--- src/hw/ecpmc_cfg.svh ---
`ifndef ECPMC_CFG_SVH
`define ECPMC_CFG_SVH
`define ECPMC_OFS_DATA 11'h000
`define ECPMC_OFS_STAT 11'h001
`define ECPMC_OFS_CTRL 11'h002
`define ECPMC_OFS_FIFO 11'h400
`define ECPMC_OFS_CFGA 11'h400
`define ECPMC_OFS_CFGB 11'h401
`define ECPMC_OFS_ECR 11'h402
`define ECPMC_MODE_SPP 3'h0
`define ECPMC_MODE_BIDIR 3'h1
`define ECPMC_MODE_PFIFO 3'h2
`define ECPMC_MODE_ECP 3'h3
`define ECPMC_MODE_EPP 3'h4
`define ECPMC_MODE_TEST 3'h6
`define ECPMC_MODE_CFG 3'h7
`define ECPMC_ECR_MODE_HI 7
`define ECPMC_ECR_MODE_LO 5
`define ECPMC_ECR_FMASK 4
`define ECPMC_ECR_DMA_REQUEST_ENABLE 3
`define ECPMC_ECR_HOLD 2
`define ECPMC_ECR_FULL 1
`define ECPMC_ECR_EMPTY 0
`define ECPMC_DCR_DIR 5
`define ECPMC_DCR_ACKIE 4
`define ECPMC_ECR_RST 8'h15
`define ECPMC_CFGA_VAL 8'h10
`define ECPMC_CTRL_IDLE 4'hf
`define ECPMC_SETUP_NS 10
`define ECPMC_SETUP_CYC ((`ECPMC_SETUP_NS + 4) / 5)
`endif

--- src/hw/ecpmc_pkg.sv ---
package ecpmc_pkg;
  typedef enum logic [2:0] {
    HS_IDLE, HS_SETUP, HS_STROBE, HS_BUSY_WAIT, HS_REV_WAIT
  } ecpmc_hs_t;
  typedef logic [2:0] ecpmc_mode_t;
endpackage

--- src/hw/ecpmc_fifo_if.sv ---
`timescale 1ns/1ps
interface ecpmc_fifo_if #(parameter int W = 9, parameter int CW = 3);
  logic push_valid;
  logic push_ready;
  logic [W-1:0] push_data;
  logic pop_valid;
  logic pop_ready;
  logic [W-1:0] pop_data;
  logic [CW-1:0] count;
  logic flush;
  modport store(input push_valid, push_data, pop_ready, flush,
                output push_ready, pop_valid, pop_data, count);
  modport user(output push_valid, push_data, pop_ready, flush,
               input push_ready, pop_valid, pop_data, count);
endinterface

--- src/hw/ecpmc_fifo.sv ---
`timescale 1ns/1ps
module ecpmc_fifo #(
  parameter int W = 9,
  parameter int DEPTH = 4
) (
  input wire logic clk_sys,
  input wire logic reset_n,
  ecpmc_fifo_if.store f
);
  localparam int AW = $clog2(DEPTH);
  initial begin
    if (DEPTH < 2 || (1 << AW) != DEPTH || $bits(f.count) != AW + 1)
      $error("ecpmc_fifo: depth must be a power of two");
  end
  logic [W-1:0] mem_q [DEPTH];
  logic [AW:0] wr_q;
  logic [AW:0] rd_q;
  logic do_push;
  logic do_pop;
  assign f.count = wr_q - rd_q;
  assign f.push_ready = (f.count != (AW + 1)'(DEPTH));
  assign f.pop_valid = (wr_q != rd_q);
  assign f.pop_data = mem_q[rd_q[AW-1:0]];
  assign do_push = f.push_valid && f.push_ready && !f.flush;
  assign do_pop = f.pop_valid && f.pop_ready && !f.flush;
  always_ff @(posedge clk_sys or negedge reset_n) begin
    if (!reset_n) begin
      wr_q <= '0;
      rd_q <= '0;
    end else if (f.flush) begin
      wr_q <= '0;
      rd_q <= '0;
    end else begin
      if (do_push) wr_q <= wr_q + 1'b1;
      if (do_pop) rd_q <= rd_q + 1'b1;
    end
  end
  always_ff @(posedge clk_sys) begin
    if (do_push) mem_q[wr_q[AW-1:0]] <= f.push_data;
  end
endmodule

--- src/hw/ecpmc_sync.sv ---
`timescale 1ns/1ps
module ecpmc_sync #(
  parameter int W = 1,
  parameter logic [W-1:0] RST = '0
) (
  input wire logic clk_sys,
  input wire logic reset_n,
  input wire logic [W-1:0] pin,
  output logic [W-1:0] level
);
  logic [W-1:0] s1_q;
  logic [W-1:0] s2_q;
  logic [W-1:0] s3_q;
  // a bit moves only once stages two and three agree
  always_ff @(posedge clk_sys or negedge reset_n) begin
    if (!reset_n) begin
      s1_q <= RST;
      s2_q <= RST;
      s3_q <= RST;
      level <= RST;
    end else begin
      s1_q <= pin;
      s2_q <= s1_q;
      s3_q <= s2_q;
      level <= (s2_q & s3_q) | (level & (s2_q | s3_q));
    end
  end
endmodule

--- src/hw/ecpmc_top.sv ---
// Overview of operation
// RULE1: ecr bits 7..5 hold the mode
// RULE2: fault falling edge interrupts unless masked
// RULE3: unmasking with fault low interrupts
// RULE4: dma requests need enable and hold clear
// RULE5: hold blocks dma, service irqs; writes silent
// RULE6: service irq sets hold; software clears
// RULE7: dma terminal count fires service irq
// RULE8: pio forward fires on free space threshold
// RULE9: pio reverse fires on fill threshold
// RULE10: ecr bit1 full, bit0 empty
// RULE11: mode 000 flushes fifo, open collector
// RULE12: mode 001 direction tristates, live reads
// RULE13: mode 010 sends fifo by compatible handshake
// RULE14: mode 011 ecp forward and reverse transfer
// RULE15: mode 100 epp only if option on
// RULE16: mode 110 fifo never sent on port
// RULE17: mode 111 shows config registers
// RULE18: modes 010, 011 start auto transfer
// RULE19: extended modes only exit to 000/001
// RULE20: control lines deassert before mode leaves
// RULE21: leaving reverse drops bytes, autofeed off
// RULE22: host clears direction, strobe, autofeed first
// RULE23: clearing hold with condition true fires
// RULE24: threshold is programmed value plus one
// RULE25: interrupts are single cycle pulses
`timescale 1ns/1ps
`include "ecpmc_cfg.svh"
module ecpmc_top import ecpmc_pkg::*; #(
  parameter int DEPTH = 4
) (
  input wire logic clk_sys,
  input wire logic reset_n,
  input wire logic [10:0] bus_addr,
  input wire logic bus_wr,
  input wire logic bus_rd,
  input wire logic [7:0] bus_wdata,
  output logic [7:0] bus_rdata_q,
  input wire logic dma_ack,
  input wire logic dma_tc,
  output logic dma_req_q,
  input wire logic epp_option,
  input wire logic [3:0] threshold_setting,
  input wire logic [7:0] pd_in,
  output logic [7:0] pd_out_q,
  output logic pd_oe_n_q,
  input wire logic busy,
  input wire logic ack_n,
  input wire logic fault_n,
  output logic [3:0] ctrl_n_q,
  output logic ctrl_oc_q,
  output logic epp_sel_q,
  output logic irq_q
);
  localparam int CW = $clog2(DEPTH) + 1;
  initial begin
    if (DEPTH < 2 || DEPTH > 16) $error("ecpmc_top: depth must be 2..16");
  end
  // =====================================================
  // decode helpers
  function automatic logic fifo_mode(input ecpmc_mode_t m);
    fifo_mode = (m == `ECPMC_MODE_PFIFO) || (m == `ECPMC_MODE_ECP) ||
                (m == `ECPMC_MODE_TEST);
  endfunction
  function automatic logic base_mode(input ecpmc_mode_t m);
    base_mode = (m == `ECPMC_MODE_SPP) || (m == `ECPMC_MODE_BIDIR);
  endfunction
  // =====================================================
  // pin synchronisers
  logic [10:0] pins_s;
  ecpmc_sync #(.W(11), .RST(11'h600)) u_sync (
    .clk_sys(clk_sys),
    .reset_n(reset_n),
    .pin({fault_n, ack_n, busy, pd_in}),
    .level(pins_s)
  );
  logic [7:0] pd_s;
  logic busy_s;
  logic ack_n_s;
  logic fault_n_s;
  assign pd_s = pins_s[7:0];
  assign busy_s = pins_s[8];
  assign ack_n_s = pins_s[9];
  assign fault_n_s = pins_s[10];
  // =====================================================
  // fifo
  ecpmc_fifo_if #(.W(9), .CW(CW)) fq ();
  ecpmc_fifo #(.W(9), .DEPTH(DEPTH)) u_fifo (
    .clk_sys(clk_sys),
    .reset_n(reset_n),
    .f(fq)
  );
  // =====================================================
  // register state
  ecpmc_mode_t mode_q;
  ecpmc_mode_t pend_q;
  logic leave_q;
  logic fmask_q;
  logic dma_en_q;
  logic hold_q;
  logic [5:0] dcr_q;
  logic [7:0] data_q;
  logic [8:0] last_q;
  logic fault_prev_q;
  ecpmc_hs_t hs_q;
  logic [8:0] hs_byte_q;
  logic [3:0] hs_cnt_q;
  logic dir_eff;
  logic fwd_auto;
  logic rev_auto;
  logic wr_ecr;
  logic wr_mode_ok;
  logic host_push;
  logic host_pop;
  logic hs_push;
  logic hs_pop;
  logic cond_dma;
  logic cond_tx;
  logic cond_rx;
  logic svc_fire;
  logic fault_evt;
  ecpmc_mode_t wmode;
  assign wmode = bus_wdata[`ECPMC_ECR_MODE_HI:`ECPMC_ECR_MODE_LO];
  assign wr_ecr = bus_wr && !dma_ack && (bus_addr == `ECPMC_OFS_ECR);
  // RULE19: exit legality
  assign wr_mode_ok = base_mode(mode_q) || base_mode(wmode);
  // modes 000 and 010 always drive forward
  assign dir_eff = dcr_q[`ECPMC_DCR_DIR] && (mode_q != `ECPMC_MODE_SPP) &&
                   (mode_q != `ECPMC_MODE_PFIFO);
  // RULE18: auto transfer in 010 and 011
  assign fwd_auto = !leave_q && !dir_eff &&
                    ((mode_q == `ECPMC_MODE_PFIFO) || (mode_q == `ECPMC_MODE_ECP));
  assign rev_auto = !leave_q && dir_eff && (mode_q == `ECPMC_MODE_ECP);
  // =====================================================
  // mode and ecr fields
  // RULE1: mode field written
  always_ff @(posedge clk_sys or negedge reset_n) begin
    if (!reset_n) begin
      mode_q <= `ECPMC_MODE_SPP;
      pend_q <= `ECPMC_MODE_SPP;
      leave_q <= 1'b0;
    end else begin
      leave_q <= 1'b0;
      if (leave_q) begin
        mode_q <= pend_q;
      end else if (wr_ecr && wr_mode_ok && wmode != mode_q) begin
        // RULE20: one quiet cycle first
        if (!base_mode(mode_q)) begin
          pend_q <= wmode;
          leave_q <= 1'b1;
        end else begin
          mode_q <= wmode;
        end
      end
    end
  end
  always_ff @(posedge clk_sys or negedge reset_n) begin
    if (!reset_n) begin
      fmask_q <= 1'b1;
      dma_en_q <= 1'b0;
    end else if (wr_ecr) begin
      fmask_q <= bus_wdata[`ECPMC_ECR_FMASK];
      dma_en_q <= bus_wdata[`ECPMC_ECR_DMA_REQUEST_ENABLE];
    end
  end
  // RULE6: hardware set beats software clear
  always_ff @(posedge clk_sys or negedge reset_n) begin
    if (!reset_n) hold_q <= 1'b1;
    else if (svc_fire) hold_q <= 1'b1;
    else if (wr_ecr) hold_q <= bus_wdata[`ECPMC_ECR_HOLD];
  end
  // =====================================================
  // data and control registers
  always_ff @(posedge clk_sys or negedge reset_n) begin
    if (!reset_n) begin
      dcr_q <= '0;
      data_q <= '0;
    end else if (bus_wr && !dma_ack) begin
      if (bus_addr == `ECPMC_OFS_CTRL) begin
        dcr_q[4:0] <= bus_wdata[4:0];
        // RULE19: direction only in base modes
        if (base_mode(mode_q)) dcr_q[`ECPMC_DCR_DIR] <= bus_wdata[`ECPMC_DCR_DIR];
      end
      if (bus_addr == `ECPMC_OFS_DATA && mode_q != `ECPMC_MODE_ECP) data_q <= bus_wdata;
    end
  end
  // =====================================================
  // fifo steering
  // RULE14: command and data share one fifo, tag bit 8
  assign host_push = bus_wr && fifo_mode(mode_q) && !leave_q && !rev_auto &&
                     (dma_ack || bus_addr == `ECPMC_OFS_FIFO ||
                      (bus_addr == `ECPMC_OFS_DATA && mode_q == `ECPMC_MODE_ECP));
  assign host_pop = bus_rd && !fwd_auto && !leave_q &&
                    ((mode_q == `ECPMC_MODE_ECP) || (mode_q == `ECPMC_MODE_TEST)) &&
                    (dma_ack || bus_addr == `ECPMC_OFS_FIFO);
  assign fq.push_valid = rev_auto ? hs_push : host_push;
  assign fq.push_data = rev_auto ? {1'b0, pd_s} :
                        {(!dma_ack && bus_addr == `ECPMC_OFS_DATA), bus_wdata};
  assign fq.pop_ready = fwd_auto ? hs_pop : host_pop;
  // RULE11: fifo held reset in 000
  // RULE21: extra reverse bytes discarded on exit
  assign fq.flush = (mode_q == `ECPMC_MODE_SPP) || leave_q;
  // =====================================================
  // automatic handshake
  assign hs_pop = (hs_q == HS_IDLE) && fq.pop_valid;
  assign hs_push = (hs_q == HS_IDLE) && !ack_n_s;
  always_ff @(posedge clk_sys or negedge reset_n) begin
    if (!reset_n) begin
      hs_q <= HS_IDLE;
      hs_byte_q <= '0;
      hs_cnt_q <= '0;
    end else if (!fwd_auto && !rev_auto) begin
      // RULE16: test mode never reaches the port
      hs_q <= HS_IDLE;
    end else begin
      case (hs_q)
        HS_IDLE: begin
          // RULE13: compatible forward send
          if (fwd_auto && fq.pop_valid) begin
            hs_byte_q <= fq.pop_data;
            hs_cnt_q <= 4'(`ECPMC_SETUP_CYC);
            hs_q <= HS_SETUP;
          end else if (rev_auto && !ack_n_s && fq.push_ready) begin
            // RULE14: reverse byte captured
            hs_q <= HS_REV_WAIT;
          end
        end
        HS_SETUP: begin
          if (hs_cnt_q <= 4'h1) hs_q <= HS_STROBE;
          else hs_cnt_q <= hs_cnt_q - 4'h1;
        end
        HS_STROBE: begin
          if (busy_s) hs_q <= HS_BUSY_WAIT;
        end
        HS_BUSY_WAIT: begin
          if (!busy_s) hs_q <= HS_IDLE;
        end
        HS_REV_WAIT: begin
          if (ack_n_s) hs_q <= HS_IDLE;
        end
        default: hs_q <= HS_IDLE;
      endcase
    end
  end
  // =====================================================
  // service and fault events
  // RULE24: level is setting plus one
  assign cond_tx = !dma_en_q && !dir_eff &&
                   (int'(DEPTH) - int'(fq.count) > int'(threshold_setting));
  assign cond_rx = !dma_en_q && dir_eff && (int'(fq.count) > int'(threshold_setting));
  // RULE7: terminal count
  assign cond_dma = dma_en_q && dma_tc;
  // RULE5: hold blocks the service events
  // RULE8: forward pio threshold
  // RULE9: reverse pio threshold
  // RULE23: level check fires right after clear
  assign svc_fire = !hold_q && fifo_mode(mode_q) && !leave_q &&
                    (cond_dma || cond_tx || cond_rx);
  // RULE2: falling fault, ecp mode only
  // RULE3: unmask with fault already low
  assign fault_evt = (mode_q == `ECPMC_MODE_ECP) &&
                     ((!fmask_q && fault_prev_q && !fault_n_s) ||
                      (wr_ecr && fmask_q && !bus_wdata[`ECPMC_ECR_FMASK] && !fault_n_s));
  always_ff @(posedge clk_sys or negedge reset_n) begin
    if (!reset_n) begin
      fault_prev_q <= 1'b1;
      irq_q <= 1'b0;
    end else begin
      fault_prev_q <= fault_n_s;
      // RULE25: one cycle pulse per event
      irq_q <= svc_fire || fault_evt;
    end
  end
  // =====================================================
  // dma request
  // RULE4: enable and hold gate requests
  always_ff @(posedge clk_sys or negedge reset_n) begin
    if (!reset_n) dma_req_q <= 1'b0;
    else dma_req_q <= dma_en_q && !hold_q && fifo_mode(mode_q) && !leave_q &&
                      (dir_eff ? fq.pop_valid : fq.push_ready);
  end
  // =====================================================
  // port pins
  always_ff @(posedge clk_sys or negedge reset_n) begin
    if (!reset_n) begin
      ctrl_n_q <= `ECPMC_CTRL_IDLE;
      ctrl_oc_q <= 1'b1;
      pd_out_q <= '0;
      pd_oe_n_q <= 1'b0;
      epp_sel_q <= 1'b0;
    end else begin
      // RULE11: open collector only in 000
      ctrl_oc_q <= (mode_q == `ECPMC_MODE_SPP);
      // RULE12: direction tristates the data lines
      pd_oe_n_q <= dir_eff;
      // RULE15: epp needs the chip option
      epp_sel_q <= (mode_q == `ECPMC_MODE_EPP) && epp_option;
      pd_out_q <= fwd_auto ? hs_byte_q[7:0] : data_q;
      // RULE20: control lines released in the quiet cycle
      // RULE21: autofeed dropped mid transfer
      if (leave_q) begin
        ctrl_n_q <= `ECPMC_CTRL_IDLE;
      end else if (fwd_auto || rev_auto) begin
        ctrl_n_q <= {~dcr_q[3], dcr_q[2],
                     ~((fwd_auto && hs_byte_q[8] && hs_q != HS_IDLE) ||
                       (rev_auto && hs_q == HS_REV_WAIT)),
                     ~(hs_q == HS_STROBE)};
      end else begin
        // RULE22: host leaves strobe and autofeed clear
        ctrl_n_q <= {~dcr_q[3], dcr_q[2], ~dcr_q[1], ~dcr_q[0]};
      end
    end
  end
  // =====================================================
  // register reads
  always_ff @(posedge clk_sys or negedge reset_n) begin
    if (!reset_n) begin
      bus_rdata_q <= '0;
      last_q <= '0;
    end else if (bus_rd) begin
      if (host_pop) begin
        // empty test reads repeat the last byte
        if (fq.pop_valid) last_q <= fq.pop_data;
        bus_rdata_q <= fq.pop_valid ? fq.pop_data[7:0] : last_q[7:0];
      end else begin
        case (bus_addr)
          // RULE12: live data lines when reading
          `ECPMC_OFS_DATA: bus_rdata_q <= dir_eff ? pd_s : data_q;
          `ECPMC_OFS_STAT: bus_rdata_q <= {~busy_s, ack_n_s, 2'b00, fault_n_s, 3'b000};
          `ECPMC_OFS_CTRL: bus_rdata_q <= {2'b00, dcr_q};
          // RULE17: config registers in 111
          `ECPMC_OFS_CFGA: bus_rdata_q <=
              (mode_q == `ECPMC_MODE_CFG) ? `ECPMC_CFGA_VAL : 8'h00;
          `ECPMC_OFS_CFGB: bus_rdata_q <=
              (mode_q == `ECPMC_MODE_CFG) ? {1'b0, irq_q, 6'h00} : 8'h00;
          // RULE10: full and empty status
          `ECPMC_OFS_ECR: bus_rdata_q <= {mode_q, fmask_q, dma_en_q, hold_q,
                                          !fq.push_ready, !fq.pop_valid};
          default: bus_rdata_q <= 8'h00;
        endcase
      end
    end
  end
  // =====================================================
  // checks
  a_hold_on_fire: assert property (@(posedge clk_sys) disable iff (!reset_n) // RULE6
    svc_fire |=> hold_q && irq_q)
    else $error("hold not set after service event");
  a_irq_pulse_one: assert property (@(posedge clk_sys) disable iff (!reset_n) // RULE25
    irq_q && !$past(fault_evt) |=> !irq_q || $past(fault_evt))
    else $error("service irq longer than one cycle");
  a_hold_write_silent: assert property (@(posedge clk_sys) disable iff (!reset_n) // RULE5
    wr_ecr && bus_wdata[`ECPMC_ECR_HOLD] && !svc_fire && !fault_evt |=> hold_q && !irq_q)
    else $error("hold write raised interrupt");
  a_dma_gate: assert property (@(posedge clk_sys) disable iff (!reset_n) // RULE4
    dma_req_q |-> $past(dma_en_q) && !$past(hold_q))
    else $error("dma request without enable");
  a_empty_flag: assert property (@(posedge clk_sys) disable iff (!reset_n) // RULE10
    bus_rd && !dma_ack && bus_addr == `ECPMC_OFS_ECR |=>
      bus_rdata_q[0] == $past(!fq.pop_valid) && bus_rdata_q[1] == $past(!fq.push_ready))
    else $error("ecr full or empty wrong");
  a_mode_exit: assert property (@(posedge clk_sys) disable iff (!reset_n) // RULE19
    $changed(mode_q) |-> base_mode($past(mode_q)) || base_mode(mode_q))
    else $error("illegal mode transition");
  a_leave_quiet: assert property (@(posedge clk_sys) disable iff (!reset_n) // RULE20
    leave_q |=> ctrl_n_q == `ECPMC_CTRL_IDLE && base_mode(mode_q))
    else $error("control lines active at mode exit");
  a_spp_flush: assert property (@(posedge clk_sys) disable iff (!reset_n) // RULE11
    mode_q == `ECPMC_MODE_SPP |=> fq.count == '0 && ctrl_oc_q && !pd_oe_n_q)
    else $error("spp mode not holding fifo reset");
  a_fault_irq: assert property (@(posedge clk_sys) disable iff (!reset_n) // RULE2
    fault_evt |=> irq_q)
    else $error("fault event lost");
  a_tc_fire: assert property (@(posedge clk_sys) disable iff (!reset_n) // RULE7
    dma_tc && dma_en_q && !hold_q && fifo_mode(mode_q) && !leave_q |=> hold_q ##0 irq_q)
    else $error("terminal count missed");
  c_service: cover property (@(posedge clk_sys) disable iff (!reset_n) svc_fire);
  c_leave: cover property (@(posedge clk_sys) disable iff (!reset_n) leave_q);
  c_fwd_byte: cover property (@(posedge clk_sys) disable iff (!reset_n)
    hs_q == HS_STROBE ##[1:20] hs_q == HS_IDLE);
  c_rev_byte: cover property (@(posedge clk_sys) disable iff (!reset_n)
    rev_auto && hs_push && fq.push_ready);
endmodule

--- config.mk ---
export PLATFORM = sky130hd
export DESIGN_NAME = ecpmc_top
export DESIGN_NICKNAME = d
export VERILOG_FILES = /design/src/hw/ecpmc_pkg.sv /design/src/hw/ecpmc_fifo_if.sv /design/src/hw/ecpmc_fifo.sv /design/src/hw/ecpmc_sync.sv /design/src/hw/ecpmc_top.sv
export VERILOG_INCLUDE_DIRS = /design/src /design/src/hw
export SDC_FILE = /design/constraint.sdc
export NUM_CORES = 1
export LEC_CHECK = 0
export ABC_CLOCK_PERIOD_IN_PS = 3670
export BUFFER_PORTS_ARGS = -buffer_cell sky130_fd_sc_hd__buf_2
export CAP_MARGIN = 20
export CORE_MARGIN = 2
export CORE_UTILIZATION = 45
export CTS_CLUSTER_SIZE = 24
export DETAILED_ROUTE_END_ITERATION = 10
export REMOVE_ABC_BUFFERS = 1
export SLEW_MARGIN = 20
export SYNTH_ARGS = -nofsm -noshare
export SYNTH_HDL_FRONTEND = slang
export SYNTH_SLANG_ARGS = --single-unit
--- constraint.sdc ---
create_clock -name clk_sys -period 3.67 [get_ports clk_sys]
set_input_delay 0.1835 -clock clk_sys [delete_from_list [all_inputs] [get_ports clk_sys]]
set_output_delay 0.1835 -clock clk_sys [all_outputs]
set_load 0.1 [all_outputs]
# Word-level counts from Yosys, hierarchy flattened
# Memories as Yosys holds them, arrays and structs flattened.
# Cells that the tools add are included.
dict set report word_totals {
  word_cells 219
  mem_bits_rw 36
  mem_count 1
  output_inout_bits 25
  register_bits 124
  inputBits 41
}
dict set report classes {
  n_lt_le_gt_ge 3
  muxes 38
  n_eq_ne 28
  add_sub_neg 5
  reduce_logical 103
  bitwise_logic 13
}
# name depth width rd rd_clocked_by_memory_dff write_ports line
set memory_table {}
lappend memory_table {u_fifo.mem_q 4 9 1 0 1 ecpmc_fifo.sv:15} ;# logic [W-1:0] mem_q [DEPTH];
# cell n
set ops {}
lappend ops {{$logic_and 1x1->1} 53}
lappend ops {{$pmux 8 s6} 1}
lappend ops {{$mux 3} 14}
lappend ops {{$eq 11x11->1 const B} 3}
lappend ops {{$mux 8} 4}
lappend ops {{$and 11x11->11} 2}
lappend ops {{$or 11x11->11} 2}
lappend ops {{$logic_or 1x1->1} 15}
lappend ops {{$pmux 3 s5} 1}
lappend ops {{$logic_not 1->1} 14}
lappend ops {{$eq 3x2->1 const B} 4}
lappend ops {{$eq 3x3->1 const B} 4}
lappend ops {{$mux 4} 3}
lappend ops {{$ne 3x2->1 const B} 4}
lappend ops {{$reduce_and 3->1} 4}
lappend ops {{$reduce_bool 2->1} 6}
lappend ops {{$eq 11x1->1 const B} 1}
lappend ops {{$eq 11x2->1 const B} 1}
lappend ops {{$logic_not 11->1} 1}
lappend ops {{$mux 1} 10}
lappend ops {{$eq 3x1->1 const B} 3}
lappend ops {{$logic_not 3->1} 3}
lappend ops {{$mux 9} 1}
lappend ops {{$ne 3x3->1 const B} 3}
lappend ops {{20 further kinds} 33}

# Depth between registers and ports, before layout
# Gate-level depths: netlist (run 1).
dict set report depth {
  word_depth 16
  mapped_depth 11
  ltp_nobuf 11
}

# By module
# A second synthesis (run 1) with hierarchy kept.
dict set report unflattened {
  cells_unflattened 510
  hier_area_um2 7050.5
}
# module area_per_inst_um2 cells_per_inst n_inst seq_area_each_um2
set modules_own_cells {}
lappend modules_own_cells {ecpmc_top 4048.9 361 1 1861.8}
lappend modules_own_cells {ecpmc_fifo 1766.7 94 1 1231.2}
lappend modules_own_cells {ecpmc_sync 1234.9 55 1 1111.1}

# Worst setup path after synthesis (run 1)
# No wires, ideal clock.
dict set report synth_path {
  path_type {reg-to-reg}
  from {register u_fifo.wr_q[0]}
  to {memory u_fifo.mem_q[0][0] (enable)}
  path_stages_with_launch 10
  path_buffers 0
  period_less_slack_ns 3.261
  arrival_time_ns 2.886
  required_ns 3.295
  path_slack_ns 0.409
  setup_ns 0.375
  cell_sequence {dfrtp_1 -> inv_1 -> ha_1 -> fa_1 -> ha_1 -> ha_1 -> nand2b_1 -> a2111oi_0 -> a22oi_1 -> nor2b_1}
}
dict set report synth_between {
  elab_chain_len 6
}
# element line
set synth_rtl {}
lappend synth_rtl {{from (decl)} ecpmc_fifo.sv:16} ;# logic [AW:0] wr_q;
lappend synth_rtl {{from (signal assigned)} ecpmc_fifo.sv:34} ;# if (do_push) wr_q <= wr_q + 1'b1;
lappend synth_rtl {{$sub 3x3->3} ecpmc_fifo.sv:20} ;# assign f.count = wr_q - rd_q;
lappend synth_rtl {{$ne 3x3->1} ecpmc_fifo.sv:21} ;# assign f.push_ready = (f.count != (AW + 1)'(DEPTH));
lappend synth_rtl {{$logic_and 1x1->1 (2 in a row)} ecpmc_fifo.sv:24} ;# assign do_push = f.push_valid && f.push_ready && !f.flush;
lappend synth_rtl {{$mux 1} ecpmc_fifo.sv:39} ;# if (do_push) mem_q[wr_q[AW-1:0]] <= f.push_data;
lappend synth_rtl {{$mux 1 (not written as such)} ecpmc_fifo.sv:39}
lappend synth_rtl {{to (decl)} ecpmc_fifo.sv:15}
# Several ways; a longest one is shown, not always the timed one.

# Worst setup path after layout (run 1)
dict set report layout_path {
  from {register u_fifo.wr_q[0]}
  to {memory u_fifo.mem_q[0][6] (enable)}
}
# Same word-level chain as after synthesis.

==> results of run 1 <==
==> report_power, final <==
| part | switching, W | total, W | internal, W |
|---|---|---|---|
| logic | 0.000155 | 0.000232 | 0.0000768 |
| registers | 0.0000324 | 0.00190 | 0.00187 |
| clock network | 0.000703 | 0.00157 | 0.000864 |
==> sequential cells by signal (all words and copies together) (netlist names), 6 cells and up <==
signal        flops
bus_rdata_q       8
data_q            8
dcr_q             6
hs_byte_q         9
last_q            8
pd_out_q          8
u_fifo.mem_q     36
u_sync.level     11
u_sync.s1_q      11
u_sync.s2_q      11
u_sync.s3_q      11
==> layer usage <==
metal | part of all wire (%) | vias to the layer above | routed length [um] | global-route usage (%)
met3 | 6.3 | 41 | 1072 | 5.945
met2 | 46 | 193 | 7795 | 33.03
li1 | - | 2117 | - | -
met4 | 3.0 | 0 | 503 | 9.399
met1 | 45 | 2353 | 7528 | 29.84
met5 | 0 | - | 0 | 0
==> what timing repair did <==
action,CTS,global route
endpoints found under the hold margin,12,72
hold buffers,12,1
setup endpoints to repair,0,36
resized for setup,0,1
==> cells in the final DEF (no fill, tap or decap), types with 7 or more instances in the layout <==
cell	netlist	layout
nor2_1	26	26
mux2i_1	22	22
nor3_1	12	12
edfxtp_1	36	36
a21oi_1	13	13
dlygate4sd3_1	0	13
a31oi_1	8	8
maj3_1	11	11
nand2_1	28	28
dfrtp_1	108	108
inv_1	22	22
nand3_1	7	7
mux4_2	9	9
buf_4	0	9
nor2b_1	12	12
o21ai_0	14	14
ha_1	17	17
mux2_2	50	50
dfstp_2	16	16
buf_2	6	64
clkbuf_16	0	17
==> worst paths after layout <==
| check | start | endpoint | slack [ns] | cells after the start |
|---|---|---|---|---|
| max | u_fifo.wr_q[0] | u_fifo.mem_q[0][6] | 0.29 | 10 |
| min | bus_wdata[4] | fmask_q | 0.04 | 2 |
| max reg2reg | u_fifo.wr_q[0] | u_fifo.mem_q[0][6] | 0.29 | 10 |
| min reg2reg | u_sync.s1_q[2] | u_sync.s2_q[2] | 0.35 | 0 |
| max in group asynchronous | reset_n | fmask_q | 2.52 | 3 |
| min in group asynchronous | reset_n | u_sync.s3_q[8] | 0.39 | 2 |
==> worst max-delay path: stages (launching register included) <==
cell,delay (ns)
dfrtp_1,0.42
inv_1,0.12
ha_1,0.21
fa_1,0.53
ha_1,0.21
ha_1,0.24
nand2b_1,0.17
a2111oi_1,0.50
a22oi_1,0.32
nor2b_1,0.18
buf_4,0.19
==> metrics by stage <==
| stage | util, % | worst slack [ns] | hold WS, ns | instance area [sq um] | std cells |
|---|---|---|---|---|---|
| finish | 54.43 | 0.2876 | 0.04500 | 8305 | 837 |
| global placement | 50.13 | 0.3998 | 0.2907 | 7649 | 792 |
| floorplan | - | 0.1978 | -0.1121 | 6969 | 506 |
| CTS | 54.33 | 0.1151 | 0.0003624 | 8290 | 836 |
| global route | 54.43 | 0.01098 | 0.04525 | 8305 | 837 |
| detailed placement | 50.13 | 0.1516 | 0.2922 | 7649 | 792 |
==> area by class of cell <==
| cell class | instances | area share, % |
|---|---|---|
| clock buffers | 20 | 5.258 |
| clock inverters | 12 | 1.024 |
| flip-flops and latches | 160 | 50.62 |
| multi-input cells | 324 | 32.31 |
| inverters | 22 | 0.9943 |
| well taps | 211 | 3.179 |
| repair buffers | 88 | 6.613 |
==> logic make-up (layout without fill, tap and decap cells) <==
group                      after synthesis  in the layout  synth area share [%]
muxes                                   81             81                 13.94
DFF                                    160            160                 59.46
AOI/OAI and AO/OA                       79             79                 8.317
buffers and inverters                   41            142                 2.601
adders and majority gates               29             29                 4.849
xor gates and xnor gates                 6              6                 1.062
and+or+nand+nor                        129            129                 9.768
==> impl_metrics.yaml, run 1 <==
outcome:
  outcome: "completed"
timing:
  maxSlewViolCount: 0
  tightestPinTransition_ns: 0.7983
  slew_headroom_pct: 46.58
  rsz0062_at_grt: "false"
  setup_violations: 0
  clock_skew_ns: 0.008492
  period_minus_slack_ns: 3.382
  setup_tns_ns: 0
  clock.fmax_mhz: 295.6
  min_period_over_period_pct: 92.16
  hold_viol: 0
final_layout:
  finalNetCount: 672
  ff_latch_area_sq_mm: 0.004204
  multi_input_area_sq_mm: 0.002684
  num_antenna_cells: 0
  nFillCells: 1318
  area_growth_pct: 17.47
  final_layout_size_suffix_gt1_share_pct: 30.35
flow_run:
  drv_cap: 0
grt:
  grt_pass1_vias: 4725
  overflow: 0
  grt_util_all_layers_pct: 21.84
  antenna_found_initial: 0
  grt_first_pass_wirelength_um: 26860
  grt_max_degree: 88
floorplanning:
  die_y_um: 129.4
  rows: 45
  dieArea_sq_mm: 0.01673
  design.core.area_sq_mm: 0.01526
  die_width_um: 129.4
  ios: 66
  start_util_pct: 46.34
critical_path:
  crit_type: "flop to flop"
  cp_data_required_time_ns: 3.81
  cp-end-kind: "flop"
  worst_ep_arrival_time_ns: 3.52
  cp-start-kind: "flop"
  cp_max_fo: 9
power_and_ir_drop:
  power_density_mw_per_mm2: 445.1
  finalPower_w: 0.003697
  ir_drop_mv: 0.3261
  p_leak_nw: 3.585
clock_tree:
  cts_buffer_depth: 2
  cts_made_buffers: 17
  clock_sinks: 160
  h-tree-depth: 4
  clk_root_buffer_cell: "clkbuf_16"
  clkLatencyLatePin_ns: 0.43
  cts_tree: "yes"
  post_cts_buffers: 0
  path_clk_slew_ns: 0.06
synth:
  synth_seq_area_share_pct: 59.46
  synth_seq_cells: 160
  yosys_warnings: 0
  yosysTopAreaCellShare_pct: 38.22
  synth_edf_count: 36
  syn-cell-area_sq_mm: 0.007071
  synth_cells: 525
  synth_top_area_cell: "dfrtp_1"
  yosys-top-cells-count: "108 x dfrtp_1, 50 x mux2_2, 36 x edfxtp_1, 28 x nand2_1, 26 x nor2_1"
  synth_ff_type: "dfrtp_1"
  synthArstFlopShare_pct: 77.50
  synthTopCellsByArea: "dfrtp_1 38%, edfxtp_1 15%, mux2_2 8.0%, dfstp_2 5.9%, mux2i_1 3.1%"
  ys_types: 71
  synth_area_per_cell_sq_um: 13.47
  synth.most_common_cell: "dfrtp_1"
routing:
  drt-initial-drc-count: 354
  drc: 0
  vias: 4704
  viasPerCell: 5.620
  final_antenna_net_count: 0
  drt-pass1-iter-count: 5
  routedWlPerCell_um: 20.19
  routed_wl_um: 16900
placed_design:
  port_buffers: 65
  gp_congestion: 0.9757
  dp_hpwl_um: 12220
hold_path:
  hp-class: "primary input to flop"
Note: power is estimated with default switching activity, not from simulation.
==> run 2: changes to the inputs <==
- PLACE_DENSITY: not set -> 0.66
==> impl_metrics.yaml, run 2 (same netlist as run 1, synthesis figures left out) <==
outcome:
  outcome: "completed"
final_layout:
  largest_reg_flops: 36
  finalNetCount: 672
  layout_common_cells: "108 x dfrtp_1, 64 x buf_2, 50 x mux2_2"
  final_common_cell: "dfrtp_1"
  num_antenna_cells: 0
  area_growth_pct: 18.19
  fin_area_sq_mm: 0.008357
  final_layout_size_suffix_gt1_share_pct: 30.83
critical_path:
  crit_type: "flop to flop"
  slowest_delay_ns: 0.55
  path_buf_inv: 2
  crit_path_cell_trace: "inv_1, ha_1, fa_1, xor3_1, ha_1, nand2b_1, a2111oi_0, a22oi_1, nor2b_1, buf_4"
  cp-start-kind: "flop"
  crit_top_cell: "ha_1"
  critPathTopFamily: "adder cells"
  cp_data_required_time_ns: 3.82
  worst_ep_arrival_time_ns: 3.59
  cp_max_fo: 9
  crit_slowest_cell: "a2111oi_0"
  cp-end-kind: "flop"
power_and_ir_drop:
  ir_drop_mv: 0.3412
  switching_share_pct: 24.80
  p_int_w: 0.002898
  power_density_mw_per_mm2: 461.1
  p_comb_share_pct: 6.0
  power_frac_clock_pct: 44.9
  p_leak_nw: 3.623
  p_sw_w: 0.0009558
  seqPwrFrac_pct: 49.2
routing:
  viasPerCell: 5.554
  vias: 4649
  routedWlPerCell_um: 19.77
  drt-pass1-iter-count: 4
  drc: 0
  drt-initial-drc-count: 379
  routed_wl_um: 16550
  final_antenna_net_count: 0
floorplanning:
  dieArea_sq_mm: 0.01673
  die_width_um: 129.4
  die_y_um: 129.4
  design.core.area_sq_mm: 0.01526
  ios: 66
  rows: 45
  start_util_pct: 46.34
timing:
  period_minus_slack_ns: 3.444
  tightestPinTransition_ns: 0.7990
  worst_hold_slack_ns: 0.05276
  min_period_over_period_pct: 93.83
  rsz0062_at_grt: "false"
  slew_headroom_pct: 46.54
  setup_violations: 0
  hold_viol: 0
  worst_slack_ns: 0.2263
  maxSlewViolCount: 0
  clock.fmax_mhz: 290.4
  clock_skew_ns: 0.01141
  setup_tns_ns: 0
clock_tree:
  path_clk_slew_ns: 0.06
  clk_root_buffer_cell: "clkbuf_16"
  clock_sinks: 160
  clkLatencyLatePin_ns: 0.44
  h-tree-depth: 4
  cts_resized: 0
  cts_made_buffers: 17
  cts_buffer_depth: 2
  cts_tree: "yes"
grt:
  antenna_found_initial: 0
  grt_first_pass_wirelength_um: 26120
  grt_util_all_layers_pct: 21.33
  overflow: 0
  grt_pass1_vias: 4548
  grt_max_degree: 67
placed_design:
  dp_hpwl_um: 11970
  gp_congestion: 0.8882
  dp_slack_ns: 0.2580
  dpl-instance-area_sq_mm: 0.007649
  port_buffers: 65
hold_path:
  hp-class: "primary input to flop"
flow_run:
  drv_cap: 0
[run 2: layer usage]
| layer | vias up | track usage (%) | routed length (um) |
|---|---|---|---|
| li1 | 2114 | - | - |
| met1 | 2327 | 29.61 | 7520 |
| met2 | 173 | 32.51 | 7697 |
| met3 | 35 | 5.409 | 910 |
| met4 | 0 | 8.312 | 421 |
| met5 | - | 0 | 0 |
[run 2: power groups by stage]
| stage | Clock [W] | Combinational, W | Sequential, W |
|---|---|---|---|
| CTS | 0.00176 | 0.000232 | 0.00189 |
| detailed placement | 0 | 0.000221 | 0.00193 |
| finish | 0.00173 | 0.000230 | 0.00189 |
| global route | 0.00184 | 0.000252 | 0.00190 |
| floorplan | 0 | 0.0000740 | 0.00196 |
| global placement | 0 | 0.000214 | 0.00193 |
[run 2: through the flow]
step / total power (W) / utilization, % / std cells
3_3_place_gp: 0.002141 / 50.13 / 792
4_1_cts: 0.003883 / 54.77 / 837
6_report: 0.003854 / 54.77 / 837
5_1_grt: 0.003987 / 54.77 / 837
3_5_place_dp: 0.002149 / 50.13 / 792
2_1_floorplan: 0.002038 / - / 506
[run 2: final timing paths]
| check | start | end | slack [ns] | depth (start not counted) |
|---|---|---|---|---|
| worst max-delay path | u_fifo.wr_q[0] | u_fifo.mem_q[0][3] | 0.23 | 10 |
| worst min-delay path | bus_wdata[3] | dcr_q[3] | 0.05 | 2 |
| worst max register to register | u_fifo.wr_q[0] | u_fifo.mem_q[0][3] | 0.23 | 10 |
| worst min register to register | u_sync.s1_q[0] | u_sync.s2_q[0] | 0.35 | 0 |
| max in group asynchronous | reset_n | ctrl_n_q[0] | 2.49 | 3 |
| min in group asynchronous | reset_n | u_sync.s3_q[8] | 0.37 | 2 |
[run 2: area by class of cell]
class / count / area, sq um
fill: 1281 / 6902
sequential: 160 / 4204
multi-input combinational: 324 / 2683
timing repair buffer: 88 / 545.5
clock buffer: 18 / 429.2
tap: 211 / 264.0
clock inverter: 14 / 148.9
inverter: 22 / 82.58
[run 2: what timing repair did]
action                                 4_1_cts  5_1_grt
setup endpoints to repair                    0        0
endpoints found under the hold margin       58        0
hold buffers                                13        0
setup buffers                                0        0
